## src/logic/sbt_pkg.sv

```systemverilog
// Constants and carrier types of the SRAM boundary scan test port
package sbt_pkg;

    // ----------------------------------------------------------------
    // Register sizes and positions
    // ----------------------------------------------------------------
    localparam int          IR_LEN       = 3;
    localparam int          ID_LEN       = 32;
    localparam int          BSR_LEN      = 107;
    localparam int          OE_CELL      = 47;
    localparam int          TMS_RST_CNT  = 5;

    // ----------------------------------------------------------------
    // Instruction codes
    // ----------------------------------------------------------------
    localparam logic [2:0]  INS_EXTEST   = 3'h0;
    localparam logic [2:0]  INS_IDCODE   = 3'h1;
    localparam logic [2:0]  INS_SAMPLE_Z = 3'h2;
    localparam logic [2:0]  INS_SAMPLE   = 3'h4;
    localparam logic [2:0]  INS_BYPASS   = 3'h7;

    // ----------------------------------------------------------------
    // Capture and reset values
    // ----------------------------------------------------------------
    localparam logic [2:0]  IR_CAPTURE   = 3'h1;
    localparam logic [2:0]  IR_RESET     = INS_IDCODE;
    localparam logic        BYP_CAPTURE  = 1'h0;
    localparam logic        OE_CELL_RST  = 1'h0;
    // Arbitrary identification value, bit 0 marks presence
    localparam logic [31:0] ID_DEFAULT   = 32'h5A5A_A001;

    // ----------------------------------------------------------------
    // Controller states and pin carriers
    // ----------------------------------------------------------------
    typedef enum logic [3:0] {
        ST_RESET, ST_IDLE, ST_SEL_DR, ST_CAP_DR, ST_SHIFT_DR, ST_EXIT1_DR,
        ST_PAUSE_DR, ST_EXIT2_DR, ST_UPD_DR, ST_SEL_IR, ST_CAP_IR, ST_SHIFT_IR,
        ST_EXIT1_IR, ST_PAUSE_IR, ST_EXIT2_IR, ST_UPD_IR
    } sbt_state_t;

    typedef struct packed {
        logic tck;
        logic tms;
        logic tdi;
    } sbt_tap_in_t;

    typedef struct packed {
        logic tdo;
        logic tdo_oe;
    } sbt_tap_out_t;

endpackage

```

## src/logic/sbt_tap.sv

```systemverilog
// Boundary scan test access port of a synchronous SRAM
`timescale 1ns/10ps
// Overview of operation
// [RQ1] Serial output changes on test clock falls; inputs sampled on rises.
// [RQ2] Serial output shows the selected register's least significant bit.
// [RQ3] Serial input enters the selected register's most significant bit.
// [RQ4] Controller resets the port by five test clock rises with mode high.
// [RQ5] Port resets at power-up with output floating; memory is untouched.
// [RQ6] Exactly one register sits between serial input and output.
// [RQ7] Three-bit instruction register holds identification after any reset.
// [RQ8] Capture-IR loads pattern 01 into the two low shift bits.
// [RQ9] Instructions shift in Shift-IR and act only at Update-IR.
// [RQ10] Controller never loads the three reserved instruction codes; here Update-IR loads them and they select bypass.
// [RQ11] Codes: 000 extest, 001 ident, 010 float sample, 100 sample, 111 bypass.
// [RQ12] Bypass is one bit cleared when the bypass instruction runs.
// [RQ13] Bypass instruction puts the one-bit stage in the Shift-DR path.
// [RQ14] Identification Capture-DR loads the fixed 32-bit code for shifting.
// [RQ15] Boundary register captures pin cells at Capture-DR, shifts in Shift-DR.
// [RQ16] Float sample selects boundary register and floats outputs until Update-IR.
// [RQ17] Sample instruction snapshots pin values at Capture-DR.
// [RQ18] Preload latches shifted pattern onto boundary parallel outputs.
// [RQ19] Sampled data shifts out while preload data shifts in.
// [RQ20] Extest drives preloaded cells to outputs, boundary register in path.
// [RQ21] Cell 47 latched at Update-DR enables read drivers under extest.
// [RQ22] Output-control cell presets low at power-up and in Test-Logic-Reset.
// [RQ23] Controller keeps the test clock at or below 20 MHz.
// [RQ24] Sixteen-state controller advances by mode input on test clock rises.
module sbt_tap #(
    parameter int          BSR_W = sbt_pkg::BSR_LEN,
    parameter logic [31:0] ID_VAL = sbt_pkg::ID_DEFAULT
) (
    // Clock and reset
    input  wire logic                 clk,
    input  wire logic                 rst,
    // Test port pins
    input  wire sbt_pkg::sbt_tap_in_t tap_in,
    output sbt_pkg::sbt_tap_out_t     tap_out,
    // Boundary ring
    input  wire logic [BSR_W-1:0]     ring_in,
    output logic      [BSR_W-1:0]     ring_out,
    output logic                      ring_drive,
    output logic                      q_bus_oe
);

    // ----------------------------------------------------------------
    // Pin synchronisers and test clock edges
    // ----------------------------------------------------------------
    sbt_pkg::sbt_tap_in_t  pin_s1;
    sbt_pkg::sbt_tap_in_t  pin_s2;
    logic                  tck_q;
    logic [BSR_W-1:0]      ring_s1;
    logic [BSR_W-1:0]      ring_s2;
    logic                  tck_rise;
    logic                  tck_fall;

    always_ff @(posedge clk)
    begin
        pin_s1  <= tap_in;
        pin_s2  <= pin_s1;
        ring_s1 <= ring_in;
        ring_s2 <= ring_s1;
    end

    always_ff @(posedge clk)
    begin
        if (rst)
            tck_q <= 1'h0;
        else
            tck_q <= pin_s2.tck;
    end

    assign tck_rise = pin_s2.tck & ~tck_q;
    assign tck_fall = ~pin_s2.tck & tck_q;

    // ----------------------------------------------------------------
    // Controller state machine
    // ----------------------------------------------------------------
    sbt_pkg::sbt_state_t state;
    sbt_pkg::sbt_state_t next_state;
    logic                tms;

    assign tms = pin_s2.tms;

    always_comb
    begin
        unique case (state)
            sbt_pkg::ST_RESET:    next_state = tms ? sbt_pkg::ST_RESET    : sbt_pkg::ST_IDLE;
            sbt_pkg::ST_IDLE:     next_state = tms ? sbt_pkg::ST_SEL_DR   : sbt_pkg::ST_IDLE;
            sbt_pkg::ST_SEL_DR:   next_state = tms ? sbt_pkg::ST_SEL_IR   : sbt_pkg::ST_CAP_DR;
            sbt_pkg::ST_CAP_DR:   next_state = tms ? sbt_pkg::ST_EXIT1_DR : sbt_pkg::ST_SHIFT_DR;
            sbt_pkg::ST_SHIFT_DR: next_state = tms ? sbt_pkg::ST_EXIT1_DR : sbt_pkg::ST_SHIFT_DR;
            sbt_pkg::ST_EXIT1_DR: next_state = tms ? sbt_pkg::ST_UPD_DR   : sbt_pkg::ST_PAUSE_DR;
            sbt_pkg::ST_PAUSE_DR: next_state = tms ? sbt_pkg::ST_EXIT2_DR : sbt_pkg::ST_PAUSE_DR;
            sbt_pkg::ST_EXIT2_DR: next_state = tms ? sbt_pkg::ST_UPD_DR   : sbt_pkg::ST_SHIFT_DR;
            sbt_pkg::ST_UPD_DR:   next_state = tms ? sbt_pkg::ST_SEL_DR   : sbt_pkg::ST_IDLE;
            sbt_pkg::ST_SEL_IR:   next_state = tms ? sbt_pkg::ST_RESET    : sbt_pkg::ST_CAP_IR;
            sbt_pkg::ST_CAP_IR:   next_state = tms ? sbt_pkg::ST_EXIT1_IR : sbt_pkg::ST_SHIFT_IR;
            sbt_pkg::ST_SHIFT_IR: next_state = tms ? sbt_pkg::ST_EXIT1_IR : sbt_pkg::ST_SHIFT_IR;
            sbt_pkg::ST_EXIT1_IR: next_state = tms ? sbt_pkg::ST_UPD_IR   : sbt_pkg::ST_PAUSE_IR;
            sbt_pkg::ST_PAUSE_IR: next_state = tms ? sbt_pkg::ST_EXIT2_IR : sbt_pkg::ST_PAUSE_IR;
            sbt_pkg::ST_EXIT2_IR: next_state = tms ? sbt_pkg::ST_UPD_IR   : sbt_pkg::ST_SHIFT_IR;
            sbt_pkg::ST_UPD_IR:   next_state = tms ? sbt_pkg::ST_SEL_DR   : sbt_pkg::ST_IDLE;
        endcase
    end

    always_ff @(posedge clk)
    begin
        if (rst)
            state <= sbt_pkg::ST_RESET;                         // RQ5
        else if (tck_rise)
            state <= next_state;                                // RQ24 RQ4
    end

    // ----------------------------------------------------------------
    // Instruction register
    // ----------------------------------------------------------------
    logic [sbt_pkg::IR_LEN-1:0] ir_sh;
    logic [sbt_pkg::IR_LEN-1:0] ir;

    always_ff @(posedge clk)
    begin
        if (rst)
            ir_sh <= sbt_pkg::IR_CAPTURE;
        else if (tck_rise && state == sbt_pkg::ST_CAP_IR)
            ir_sh <= sbt_pkg::IR_CAPTURE;                       // RQ8
        else if (tck_rise && state == sbt_pkg::ST_SHIFT_IR)
            ir_sh <= {pin_s2.tdi, ir_sh[sbt_pkg::IR_LEN-1:1]};  // RQ3
    end

    always_ff @(posedge clk)
    begin
        if (rst || state == sbt_pkg::ST_RESET)
            ir <= sbt_pkg::IR_RESET;                            // RQ7
        else if (tck_rise && state == sbt_pkg::ST_UPD_IR)
            ir <= ir_sh;                                        // RQ9
    end

    // ----------------------------------------------------------------
    // Data registers
    // ----------------------------------------------------------------
    logic               byp;
    logic [31:0]        id_sh;
    logic [BSR_W-1:0]   bsr_sh;
    logic               bsr_sel;
    logic               dr_cap;
    logic               dr_shift;

    // Reserved codes fall back to bypass
    assign bsr_sel  = (ir == sbt_pkg::INS_EXTEST) || (ir == sbt_pkg::INS_SAMPLE_Z)
                      || (ir == sbt_pkg::INS_SAMPLE);                 // RQ11
    assign dr_cap   = tck_rise && state == sbt_pkg::ST_CAP_DR;
    assign dr_shift = tck_rise && state == sbt_pkg::ST_SHIFT_DR;

    always_ff @(posedge clk)
    begin
        if (rst)
            byp <= sbt_pkg::BYP_CAPTURE;
        else if (dr_cap && !bsr_sel && ir != sbt_pkg::INS_IDCODE)
            byp <= sbt_pkg::BYP_CAPTURE;                        // RQ12
        else if (dr_shift && !bsr_sel && ir != sbt_pkg::INS_IDCODE)
            byp <= pin_s2.tdi;                                  // RQ13
    end

    always_ff @(posedge clk)
    begin
        if (rst)
            id_sh <= ID_VAL;
        else if (dr_cap && ir == sbt_pkg::INS_IDCODE)
            id_sh <= ID_VAL;                                    // RQ14
        else if (dr_shift && ir == sbt_pkg::INS_IDCODE)
            id_sh <= {pin_s2.tdi, id_sh[31:1]};                 // RQ3
    end

    always_ff @(posedge clk)
    begin
        if (rst)
            bsr_sh <= '0;
        else if (dr_cap && bsr_sel)
            bsr_sh <= ring_s2;                                  // RQ15 RQ17
        else if (dr_shift && bsr_sel)
            bsr_sh <= {pin_s2.tdi, bsr_sh[BSR_W-1:1]};          // RQ19 RQ3
    end

    // ----------------------------------------------------------------
    // Preload stage and output control
    // ----------------------------------------------------------------
    always_ff @(posedge clk)
    begin
        if (rst || state == sbt_pkg::ST_RESET)
            ring_out[sbt_pkg::OE_CELL] <= sbt_pkg::OE_CELL_RST; // RQ22
        else if (tck_rise && state == sbt_pkg::ST_UPD_DR && bsr_sel)
            ring_out[sbt_pkg::OE_CELL] <= bsr_sh[sbt_pkg::OE_CELL]; // RQ21
    end

    genvar g;
    generate
        for (g = 0; g < BSR_W; g++)
        begin : g_cell
            if (g != sbt_pkg::OE_CELL)
            begin : g_plain
                always_ff @(posedge clk)
                begin
                    if (rst)
                        ring_out[g] <= 1'h0;
                    else if (tck_rise && state == sbt_pkg::ST_UPD_DR && bsr_sel)
                        ring_out[g] <= bsr_sh[g];               // RQ18
                end
            end
        end
    endgenerate

    always_ff @(posedge clk)
    begin
        if (rst)
        begin
            ring_drive <= 1'h0;
            q_bus_oe   <= 1'h1;
        end
        else
        begin
            ring_drive <= (ir == sbt_pkg::INS_EXTEST);          // RQ20
            if (ir == sbt_pkg::INS_EXTEST)
                q_bus_oe <= ring_out[sbt_pkg::OE_CELL];         // RQ21
            else
                q_bus_oe <= (ir != sbt_pkg::INS_SAMPLE_Z);      // RQ16
        end
    end

    // ----------------------------------------------------------------
    // Serial output
    // ----------------------------------------------------------------
    logic sel_lsb;

    always_comb
    begin
        if (state == sbt_pkg::ST_SHIFT_IR)
            sel_lsb = ir_sh[0];                                 // RQ6
        else if (bsr_sel)
            sel_lsb = bsr_sh[0];
        else if (ir == sbt_pkg::INS_IDCODE)
            sel_lsb = id_sh[0];
        else
            sel_lsb = byp;
    end

    always_ff @(posedge clk)
    begin
        if (rst)
        begin
            tap_out.tdo    <= 1'h0;
            tap_out.tdo_oe <= 1'h0;                             // RQ5
        end
        else if (tck_fall)
        begin
            tap_out.tdo    <= sel_lsb;                          // RQ1 RQ2
            tap_out.tdo_oe <= (state == sbt_pkg::ST_SHIFT_IR) || (state == sbt_pkg::ST_SHIFT_DR);
        end
    end

    // ----------------------------------------------------------------
    // Checks
    // ----------------------------------------------------------------
    logic [2:0] tms_cnt;

    always_ff @(posedge clk)
    begin
        if (rst)
            tms_cnt <= 3'h0;
        else if (tck_rise)
            tms_cnt <= !tms ? 3'h0 : (tms_cnt == 3'h7 ? tms_cnt : tms_cnt + 3'h1);
    end
endmodule // sbt_tap

```

## config.mk

```make
export PLATFORM = sky130hd
export DESIGN_NAME = sbt_tap
export DESIGN_NICKNAME = d
export VERILOG_FILES = /design/src/logic/sbt_pkg.sv /design/src/logic/sbt_tap.sv
export SDC_FILE = /design/constraint.sdc
export NUM_CORES = 1
export LEC_CHECK = 0
export BUFFER_PORTS_ARGS = -buffer_cell sky130_fd_sc_hd__buf_2
export CAP_MARGIN = 0
export CORE_UTILIZATION = 58
export CTS_CLUSTER_DIAMETER = 100
export DETAILED_ROUTE_END_ITERATION = 6
export PLACE_DENSITY = 0.89
export SLEW_MARGIN = 20
export SYNTH_ARGS = -nofsm -noshare
export SYNTH_HDL_FRONTEND = slang
export SYNTH_SLANG_ARGS = --single-unit
```

## constraint.sdc

```tcl
create_clock -name clk -period 3.3 [get_ports clk]
set_input_delay 0.165 -clock clk [delete_from_list [all_inputs] [get_ports clk]]
set_output_delay 0.165 -clock clk [all_outputs]
set_load 0.05 [all_outputs]
```

## Word level (Yosys, flattened, before mapping)

Cells that the tools add are included.

| word-level totals | value |
|---|---|
| bits in registers | 482 |
| logic and storage cells | 198 |

| cells by class | value |
|---|---|
| equality and inequality tests | 20 |
| muxes and demuxes | 19 |
| bitwise operators | 4 |
| reduce and logical (&&, ||, !) cells | 29 |

Operator list:

| operator | number |
|---|---|
| two-way mux 107 bit | 2 |
| case mux 4 bit (12 select lines) | 1 |
| == test 4 bit, second input constant | 8 |
| == test 4 x 3 -> 1 bit, second input constant | 4 |
| two-way mux 4 bit | 4 |
| logical AND 1 bit | 15 |
| OR reduction 2 bit | 5 |
| == test 4 x 2 -> 1 bit, second input constant | 2 |
| two-way mux 1 bit | 7 |
| two-way mux 2 bit | 3 |
| two-way mux 3 bit | 2 |
| == test 4 x 1 -> 1 bit, second input constant | 1 |
| logical NOT 4 bit | 1 |
| logical OR 1 bit | 4 |
| == test 3 x 1 -> 1 bit, second input constant | 1 |
| == test 3 x 2 -> 1 bit, second input constant | 1 |
| == test 3 bit, second input constant | 1 |
| logical NOT 3 bit | 1 |
| inequality test 3 x 1 -> 1 bit, second input constant | 1 |
| inequality test 3 x 2 -> 1 bit, second input constant | 1 |
| OR reduction 3 bit | 1 |
| AND 1 bit | 2 |
| NOT 1 bit | 2 |
| nonzero test 2 bit | 1 |
| logical NOT 1 bit | 1 |

## Longest topological paths before layout

Gate-level depths: netlist of the first run.

| depth | value |
|---|---|
| depth in word-level cells | 7 |
| depth in mapped cells | 7 |
| gate-level depth less buffers | 3 |

## Least setup slack after synthesis of the first run

OpenSTA, ideal clock, no wires.

| path | value |
|---|---|
| path kind | register to register |
| from | register state[2] |
| to | register ring_out[47] |
| arrival time | 1.644 ns |
| required time | 3.160 ns |
| setup slack | 1.515 ns |
| cell stages (with the launch flop) | 8 |
| buffers on the path | 4 |
| period minus slack after synthesis | 1.785 ns |
| path through | dfxtp_1 > buf_2 > or4b_1 > buf_2 > buf_6 > buf_6 > o31ai_1 > a21oi_1 |

| between the ends | value |
|---|---|
| longest elaborated chain between the ends | 3 |

Ends and longest elaborated chain:

| element | line | text |
|---|---|---|
| start, declared | sbt_tap.sv:78 | `sbt_pkg::sbt_state_t state;` |
| start signal, assigned | sbt_tap.sv:109 | `state <= sbt_pkg::ST_RESET;` |
| start signal, assigned | sbt_tap.sv:111 | `state <= next_state;` |
| == test 4 bit | sbt_tap.sv:191 | `else if (tck_rise && state == sbt_pkg::ST_UPD_DR && bsr_sel)` |
| logical AND 1 bit (2 in series) | sbt_tap.sv:191 |  |
| end signal, assigned by index | sbt_tap.sv:190 | `ring_out[sbt_pkg::OE_CELL] <= sbt_pkg::OE_CELL_RST;` |
| end signal, assigned by index | sbt_tap.sv:192 | `ring_out[sbt_pkg::OE_CELL] <= bsr_sh[sbt_pkg::OE_CELL];` |
| end, declared | sbt_tap.sv:40 | `output logic [BSR_W-1:0] ring_out,` |

Parallel ways exist; a longest one is shown, timed or not.
A chain may end at the register's enable or synchronous reset.

## Worst setup path after layout of the first run

| path | value |
|---|---|
| from | register state[2] |
| to | register bsr_sh[24] |

| between the ends | value |
|---|---|
| longest elaborated chain between the ends | 4 |

Ends and longest elaborated chain:

| element | line | text |
|---|---|---|
| == test 4 x 2 -> 1 bit / == test 4 x 3 -> 1 bit (equally long branches) | sbt_tap.sv:151, sbt_tap.sv:152 |  |
| logical AND 1 bit (on tied branches) | sbt_tap.sv:151, sbt_tap.sv:152 |  |
| logical AND 1 bit (on tied branches) | sbt_tap.sv:178, sbt_tap.sv:180 |  |
| two-way mux 107 bit / nonzero test 2 bit (equally long branches) | -- |  |
| end signal, assigned | sbt_tap.sv:179 | `bsr_sh <= ring_s2;` |
| end signal, assigned | sbt_tap.sv:181 | `bsr_sh <= {pin_s2.tdi, bsr_sh[BSR_W-1:1]};` |
| end, declared | sbt_tap.sv:143 | `logic [BSR_W-1:0] bsr_sh;` |

Parallel ways exist; a longest one is shown, timed or not.

==> flow_summary.toml, run 1 <==
[logic_synthesis]
synth_top_flop_cell = "dfxtp_1"
syn-num-nets = 1549
synth_top_family_by_area = "compound AO/OA/AOI/OAI gates"
muxShareOfSynthArea_pct = 6.77
yosysMostFrequentCell = "dfxtp_1"
syn_inst = 1437
synth.avg_cell_area_um2 = 11.0
synth_edf_count = 0
synthSimpleGateAreaFrac_pct = 7.38
yosys.area.top_type = "dfxtp_1"
ys_async_sr_fraction_pct = 0
yosys_warnings = 0
synth_fa_ha_area_share_pct = 0.0633
synthXorXnorAreaFrac_pct = 0.111
synth.top_cells.by_count = "482 x dfxtp_1, 114 x clkbuf_1, 113 x a21oi_1"
synth_compound_gate_area_share_pct = 17.9
syn_area_mm2 = 0.0158
post-synth-top-area-fraction_pct = 61.0
ys_seq_area_share_pct = 61.0
synth-seq-cells = 482
synth_cell_types = 53
synthTopCellsByArea = "dfxtp_1 61%, mux2i_1 6.8%, o32ai_1 6.0%"

[floorplanning]
die_area_mm2 = 0.0279
start_util_pct = 58.9
ios = 223
core_area_mm2 = 0.0269
placementRows = 60
fp.dieH_um = 167
die_w_um = 167

[routing]
dr.first_iter.drc_count = 1303
drt-pass1-iter-count = 5
drt.antenna.violating_nets = 0
wirelength_um = 42900
vias = 12700
route.detailed.drc = 0
wl_per_cell_um = 20.8
vias_per_cell = 6.15

[critical_path]
endpoint_kind = "flip-flop"
critical_path_class = "flip-flop to flip-flop"
cp_max_fo = 84
cp_data_arrival_time_ns = 2.95
crit_required_ns = 3.70
start_kind = "flip-flop"

[global_route]
antenna_found_initial = 3
grtUsageTotal_pct = 29.9
grt_pass1_wl_um = 67400
grt_pass1_vias = 12700
grt_max_degree = 178
grt_remaining_overflow = 0

[power_and_ir_drop]
power_density_mw_per_mm2 = 622
vdd_ir_drop_max_mv = 0.574
p_leak_uw = 0.00727
power_uw = 12300

[clocking]
clk_latency_ns = 0.56
cts_resized = 0
postCtsSetupBuffers = 0
cts_tree = "done"
clk_pin_slew_ns = 0.06
clock_path_buffers = 3
cts_root_buf = "clkbuf_16"
cts_sinks = 482
ctsHoldBuffers = 110
h-tree-depth = 2
cts_buffers = 47

[timing]
max_slew_margin_pct = 37.1
period_minus_slack_ns = 2.55
drv_slew = 0
rsz0062_at_grt = "no"
setup_violations = 0
setup_tns_ns = 0
tightest_slew_ns = 0.944
finalCritPeriodShare_pct = 77.2
setup_ws_ns = 0.752
fmax_mhz = 392
fin_skew_ns = 0.0185
hold_viol = 0

[cells_and_area]
area_growth_pct = 25.3
drive_gt1_share_pct = 19.3
nFillCells = 1658
nets = 1797

[placed_design]
place_congestion = 0.793
port_buffers = 222
dp_hpwl_um = 21300
place_ws_ns = 0.861

[worst_hold_path]
hold_path.class = "primary input to flip-flop"

[run_status]
status = "finished clean"

[flow_run]
maxCapViolations = 0
power by group:
part / total (µW) / internal [µW] / switching (µW)
Combinational: 538 / 223 / 315
Sequential: 6040 / 5970 / 71.9
Clock: 5770 / 3490 / 2270
Total: 12300 / 9680 / 2660
final cells by class:
cell class	instances	area, µm²	share of cell area [%]
Sequential cell	482	9650	48.7
Multi-Input combinational cell	689	5160	26.0
Timing Repair Buffer	353	2490	12.6
Clock buffer	65	1340	6.78
Tap cell	341	427	2.15
Inverter	112	420	2.12
Clock inverter	20	335	1.69
Antenna cell	3	7.51	0.0379
state kept, by name, indices dropped and copies added (netlist names):
name / count
bsr_sh: 107
byp: 1
id_sh: 32
ir: 3
ir_sh: 3
pin_s1: 3
pin_s2: 2
q_bus_oe: 1
ring_drive: 1
ring_out: 107
ring_s1: 107
ring_s2: 107
state: 4
tap_out: 2
tck_q: 1
tms: 1
worst max-delay path: stages (launching register included):
cell and delay, ns:
dfxtp_1 0.76, and4bb_4 0.35, buf_4 0.27, o211ai_1 0.37, buf_12 0.39, o32ai_1 0.19
path summary, 6_finish.rpt:
path	startpoint	endpoint	slack [ns]	cells after the start
setup / recovery	state[2]	bsr_sh[24]	0.75	5
hold / removal	rst	ring_out[0]	0.16	2
setup reg to reg	state[2]	bsr_sh[24]	0.75	5
hold reg to reg	pin_s1[1]	tms	0.32	0
through the flow:
| stage | instance area, µm² | std cells | hold slack, ns | util (%) |
|---|---|---|---|---|
| final | 19800 | 2065 | 0.157 | 73.8 |
| after global routing | 19800 | 2064 | 0.182 | 73.8 |
| after CTS | 19800 | 2062 | 0.163 | 73.8 |
| after detailed placement | 17000 | 1867 | 0.269 | 63.4 |
| after global placement | 17000 | 1867 | 0.267 | 63.4 |
| after floorplan | 15800 | 1437 | 0.193 | - |
cells by family (layout without fill, tap and decap cells):
group,Yosys count,in the layout
buffers and inverters,266,550
adders and majority gates,1,1
DFF,482,482
muxes,107,107
xor gates and xnor gates,2,2
and+or+nand+nor,186,186
AOI/OAI and AO/OA,393,393
other,0,3
layer usage:
metal  share of wire [%]  track usage (%)  up-vias
met5                   0                0        -
met2                  49             50.0      691
li1                    -                -     5786
met1                  39             37.4     6063
met4                 4.4             14.3        0
met3                 7.6             5.58      155
layout by cell type (no fill, tap or decap), types with 2 or more instances in the layout:
cell / instances
clkinv_2: 5
o211ai_1: 3
nor2_1: 15
and4_1: 2
inv_6: 2
o21ai_0: 7
nand4_1: 108
inv_1: 112
a31oi_1: 3
clkbuf_8: 11
clkinv_4: 2
o31ai_1: 108
o32ai_1: 108
clkbuf_16: 47
dlygate4sd3_1: 110
a221oi_1: 2
nand3_1: 7
a2bb2oi_1: 12
nand2b_1: 6
dfxtp_1: 482
a21oi_1: 112
a22o_1: 21
clkbuf_1: 8
a211oi_1: 2
diode_2: 3
buf_4: 12
mux2i_1: 107
nor3b_1: 3
nand3b_1: 3
buf_12: 9
bufinv_16: 8
a21o_1: 3
nor3_1: 3
clkinvlp_4: 2
nor2b_1: 25
buf_2: 221
(Power assumes the default switching activity.)
==> inputs of run 2 (changes only) <==
--- a/config.mk
+++ b/config.mk
@@ -7,10 +7,10 @@
 export LEC_CHECK = 0
 export BUFFER_PORTS_ARGS = -buffer_cell sky130_fd_sc_hd__buf_2
 export CAP_MARGIN = 0
-export CORE_UTILIZATION = 58
+export CORE_UTILIZATION = 51
 export CTS_CLUSTER_DIAMETER = 100
 export DETAILED_ROUTE_END_ITERATION = 6
-export PLACE_DENSITY = 0.89
+export PLACE_DENSITY = 0.83
 export SLEW_MARGIN = 20
 export SYNTH_ARGS = -nofsm -noshare
 export SYNTH_HDL_FRONTEND = slang
==> constraint.sdc (replaced) <==
create_clock -name clk -period 2.2 [get_ports clk]
set_input_delay 0.11 -clock clk [delete_from_list [all_inputs] [get_ports clk]]
set_output_delay 0.11 -clock clk [all_outputs]
set_load 0.05 [all_outputs]
==> run 2 against run 1 <==
Flip-flop and latch count unchanged. Largest power group unchanged. Critical endpoint is now bsr_sh[74]. Cell area hardly changed. Total power up 42%. Highest routed layer is now met5. Maximum frequency grew 31%. Count of clock-buffer cells in the layout up 6. First-iteration DRC count shrank 25%.
==> flow_summary.toml, run 2 (same netlist as run 1, synthesis figures left out) <==
[clocking]
cts_resized = 0
cts_tree = "done"
clock_path_buffers = 3
cts_buffers = 46
clk_latency_ns = 0.56
h-tree-depth = 2
cts_root_buf = "clkbuf_16"
cts_sinks = 482
clk_pin_slew_ns = 0.06

[power_and_ir_drop]
p_leak_uw = 0.00725
switchingPower_uw = 3840
power_uw = 17600
share_seq_of_total_power_pct = 51.5
p_int_uw = 13700
power_density_mw_per_mm2 = 885
p_comb_share_pct = 4.8
vdd_ir_drop_max_mv = 0.641
swShare_pct = 21.9
p_clk_share_pct = 43.7

[floorplanning]
core_area_mm2 = 0.0306
start_util_pct = 51.7
die_area_mm2 = 0.0317
ios = 223
fp.dieH_um = 178
die_w_um = 178
placementRows = 64

[routing]
drt-pass1-iter-count = 5
wirelength_um = 40300
wl_per_cell_um = 18.9
vias_per_cell = 5.86
drt.antenna.violating_nets = 0
vias = 12500
dr.first_iter.drc_count = 973
route.detailed.drc = 0

[global_route]
grt_remaining_overflow = 0
antenna_found_initial = 3
grt_max_degree = 132
grt_pass1_wl_um = 62600
grtUsageTotal_pct = 24.5
grt_pass1_vias = 11900

[timing]
setup_ws_ns = 0.255
hold_viol = 0
fmax_mhz = 514
fin_skew_ns = 0.0212
finalCritPeriodShare_pct = 88.4
setup_tns_ns = 0
drv_slew = 0
max_slew_margin_pct = 59.5
rsz0062_at_grt = "no"
setup_violations = 0
period_minus_slack_ns = 1.94
tightest_slew_ns = 0.608

[worst_hold_path]
hold_path.startpoint = "rst"
hold_depth = 3
hold_path.class = "primary input to flip-flop"
hold_end = "tck_q"

[critical_path]
crit_required_ns = 2.61
critical_path_class = "flip-flop to flip-flop"
cp_data_arrival_time_ns = 2.35
rr_startpoint = "state[0]"
start_kind = "flip-flop"
r2r_slack_ns = 0.26
slowest_stage = "buf_4"
crit_path_max_incr_delay_ns = 0.51
reg2regPathDepth = 4
cp_cell_sequence = "and4bb_4 -> buf_4 -> mux2i_1 -> o32ai_1"
endpoint_kind = "flip-flop"
reg2reg_to = "bsr_sh[74]"
cp_max_fo = 33

[cells_and_area]
nets = 1808
final_cell_mix = "482 x dfxtp_1, 221 x buf_2, 112 x a21oi_1, 112 x inv_1, 110 x dlygate4sd3_1"
drive_gt1_share_pct = 19.2
utilization_pct = 64.8
layoutNonFillerInstCount = 2129
area_growth_pct = 25.3
final_common_cell = "dfxtp_1"

[placed_design]
dp_hpwl_um = 22100
dp.cells = 1934
place_congestion = 0.810
port_buffers = 222
place_ws_ns = 0.335

[flow_run]
maxCapViolations = 0

[run_status]
status = "finished clean"
run 2: cell types whose count changed in the layout (fill, tap and decap cells not counted), sizes merged:
cell and delta:
clkbuf +6, buf +12, diode -1, clkinvlp -2, bufinv -6
run 2: power by group through the flow:
stage / Combinational, µW / Clock, µW / Sequential [µW]
floorplan: 428 / 0 / 9190
global placement: 648 / 0 / 9230
detailed placement: 657 / 0 / 9230
CTS: 816 / 7750 / 9040
global route: 888 / 8140 / 9050
finish: 838 / 7670 / 9040
run 2: critical path, delay by kind of cell (launching register included):
family                 cells  cell delay [ns]
AOI/OAI and AO/OA          1             0.12
buffers and inverters      1             0.51
DFF                        1             0.46
muxes                      1             0.32
and+or+nand+nor            1             0.37
run 2: what timing repair did:
item,CTS,global route
setup buffers,0,0
hold buffers,110,0
endpoints found under the hold margin,110,0
run 2: per-layer routing:
| layer | vias to the layer above | global-route usage, % | routed length (µm) |
|---|---|---|---|
| met5 | - | 0 | 11 |
| met4 | 2 | 9.72 | 1290 |
| met3 | 114 | 4.26 | 2820 |
| met2 | 541 | 39.8 | 19200 |
| met1 | 6015 | 32.3 | 17000 |
| li1 | 5804 | - | - |
run 2: worst max-delay path by stage:
stage	slack (ns)	cells past startpoint	start	end
after CTS	0.29	4	state[1]	ring_out[49]
after global placement	0.38	4	state[0]	bsr_sh[74]
after detailed placement	0.33	4	state[1]	ring_out[76]
after global routing	0.12	4	state[2]	bsr_sh[41]
after floorplan	0.42	7	state[2]	ring_out[47]
final	0.26	4	state[0]	bsr_sh[74]
run 2: final cells by class:
class	count	area, µm²
inverters	112	420
multi-input cells	689	5160
flip-flops and latches	482	9650
clock buffers	71	1330
clock inverters	12	133
repair buffers	365	2640
diodes	2	5.00
well taps	396	495
fillers	2281	10800
run 2: metrics by stage:
step	hold slack (ns)	instance area, µm²
after detailed placement	0.214	17300
after global routing	0.178	19800
after CTS	0.161	19800
after floorplan	0.138	15800
final	0.139	19800
after global placement	0.212	17300
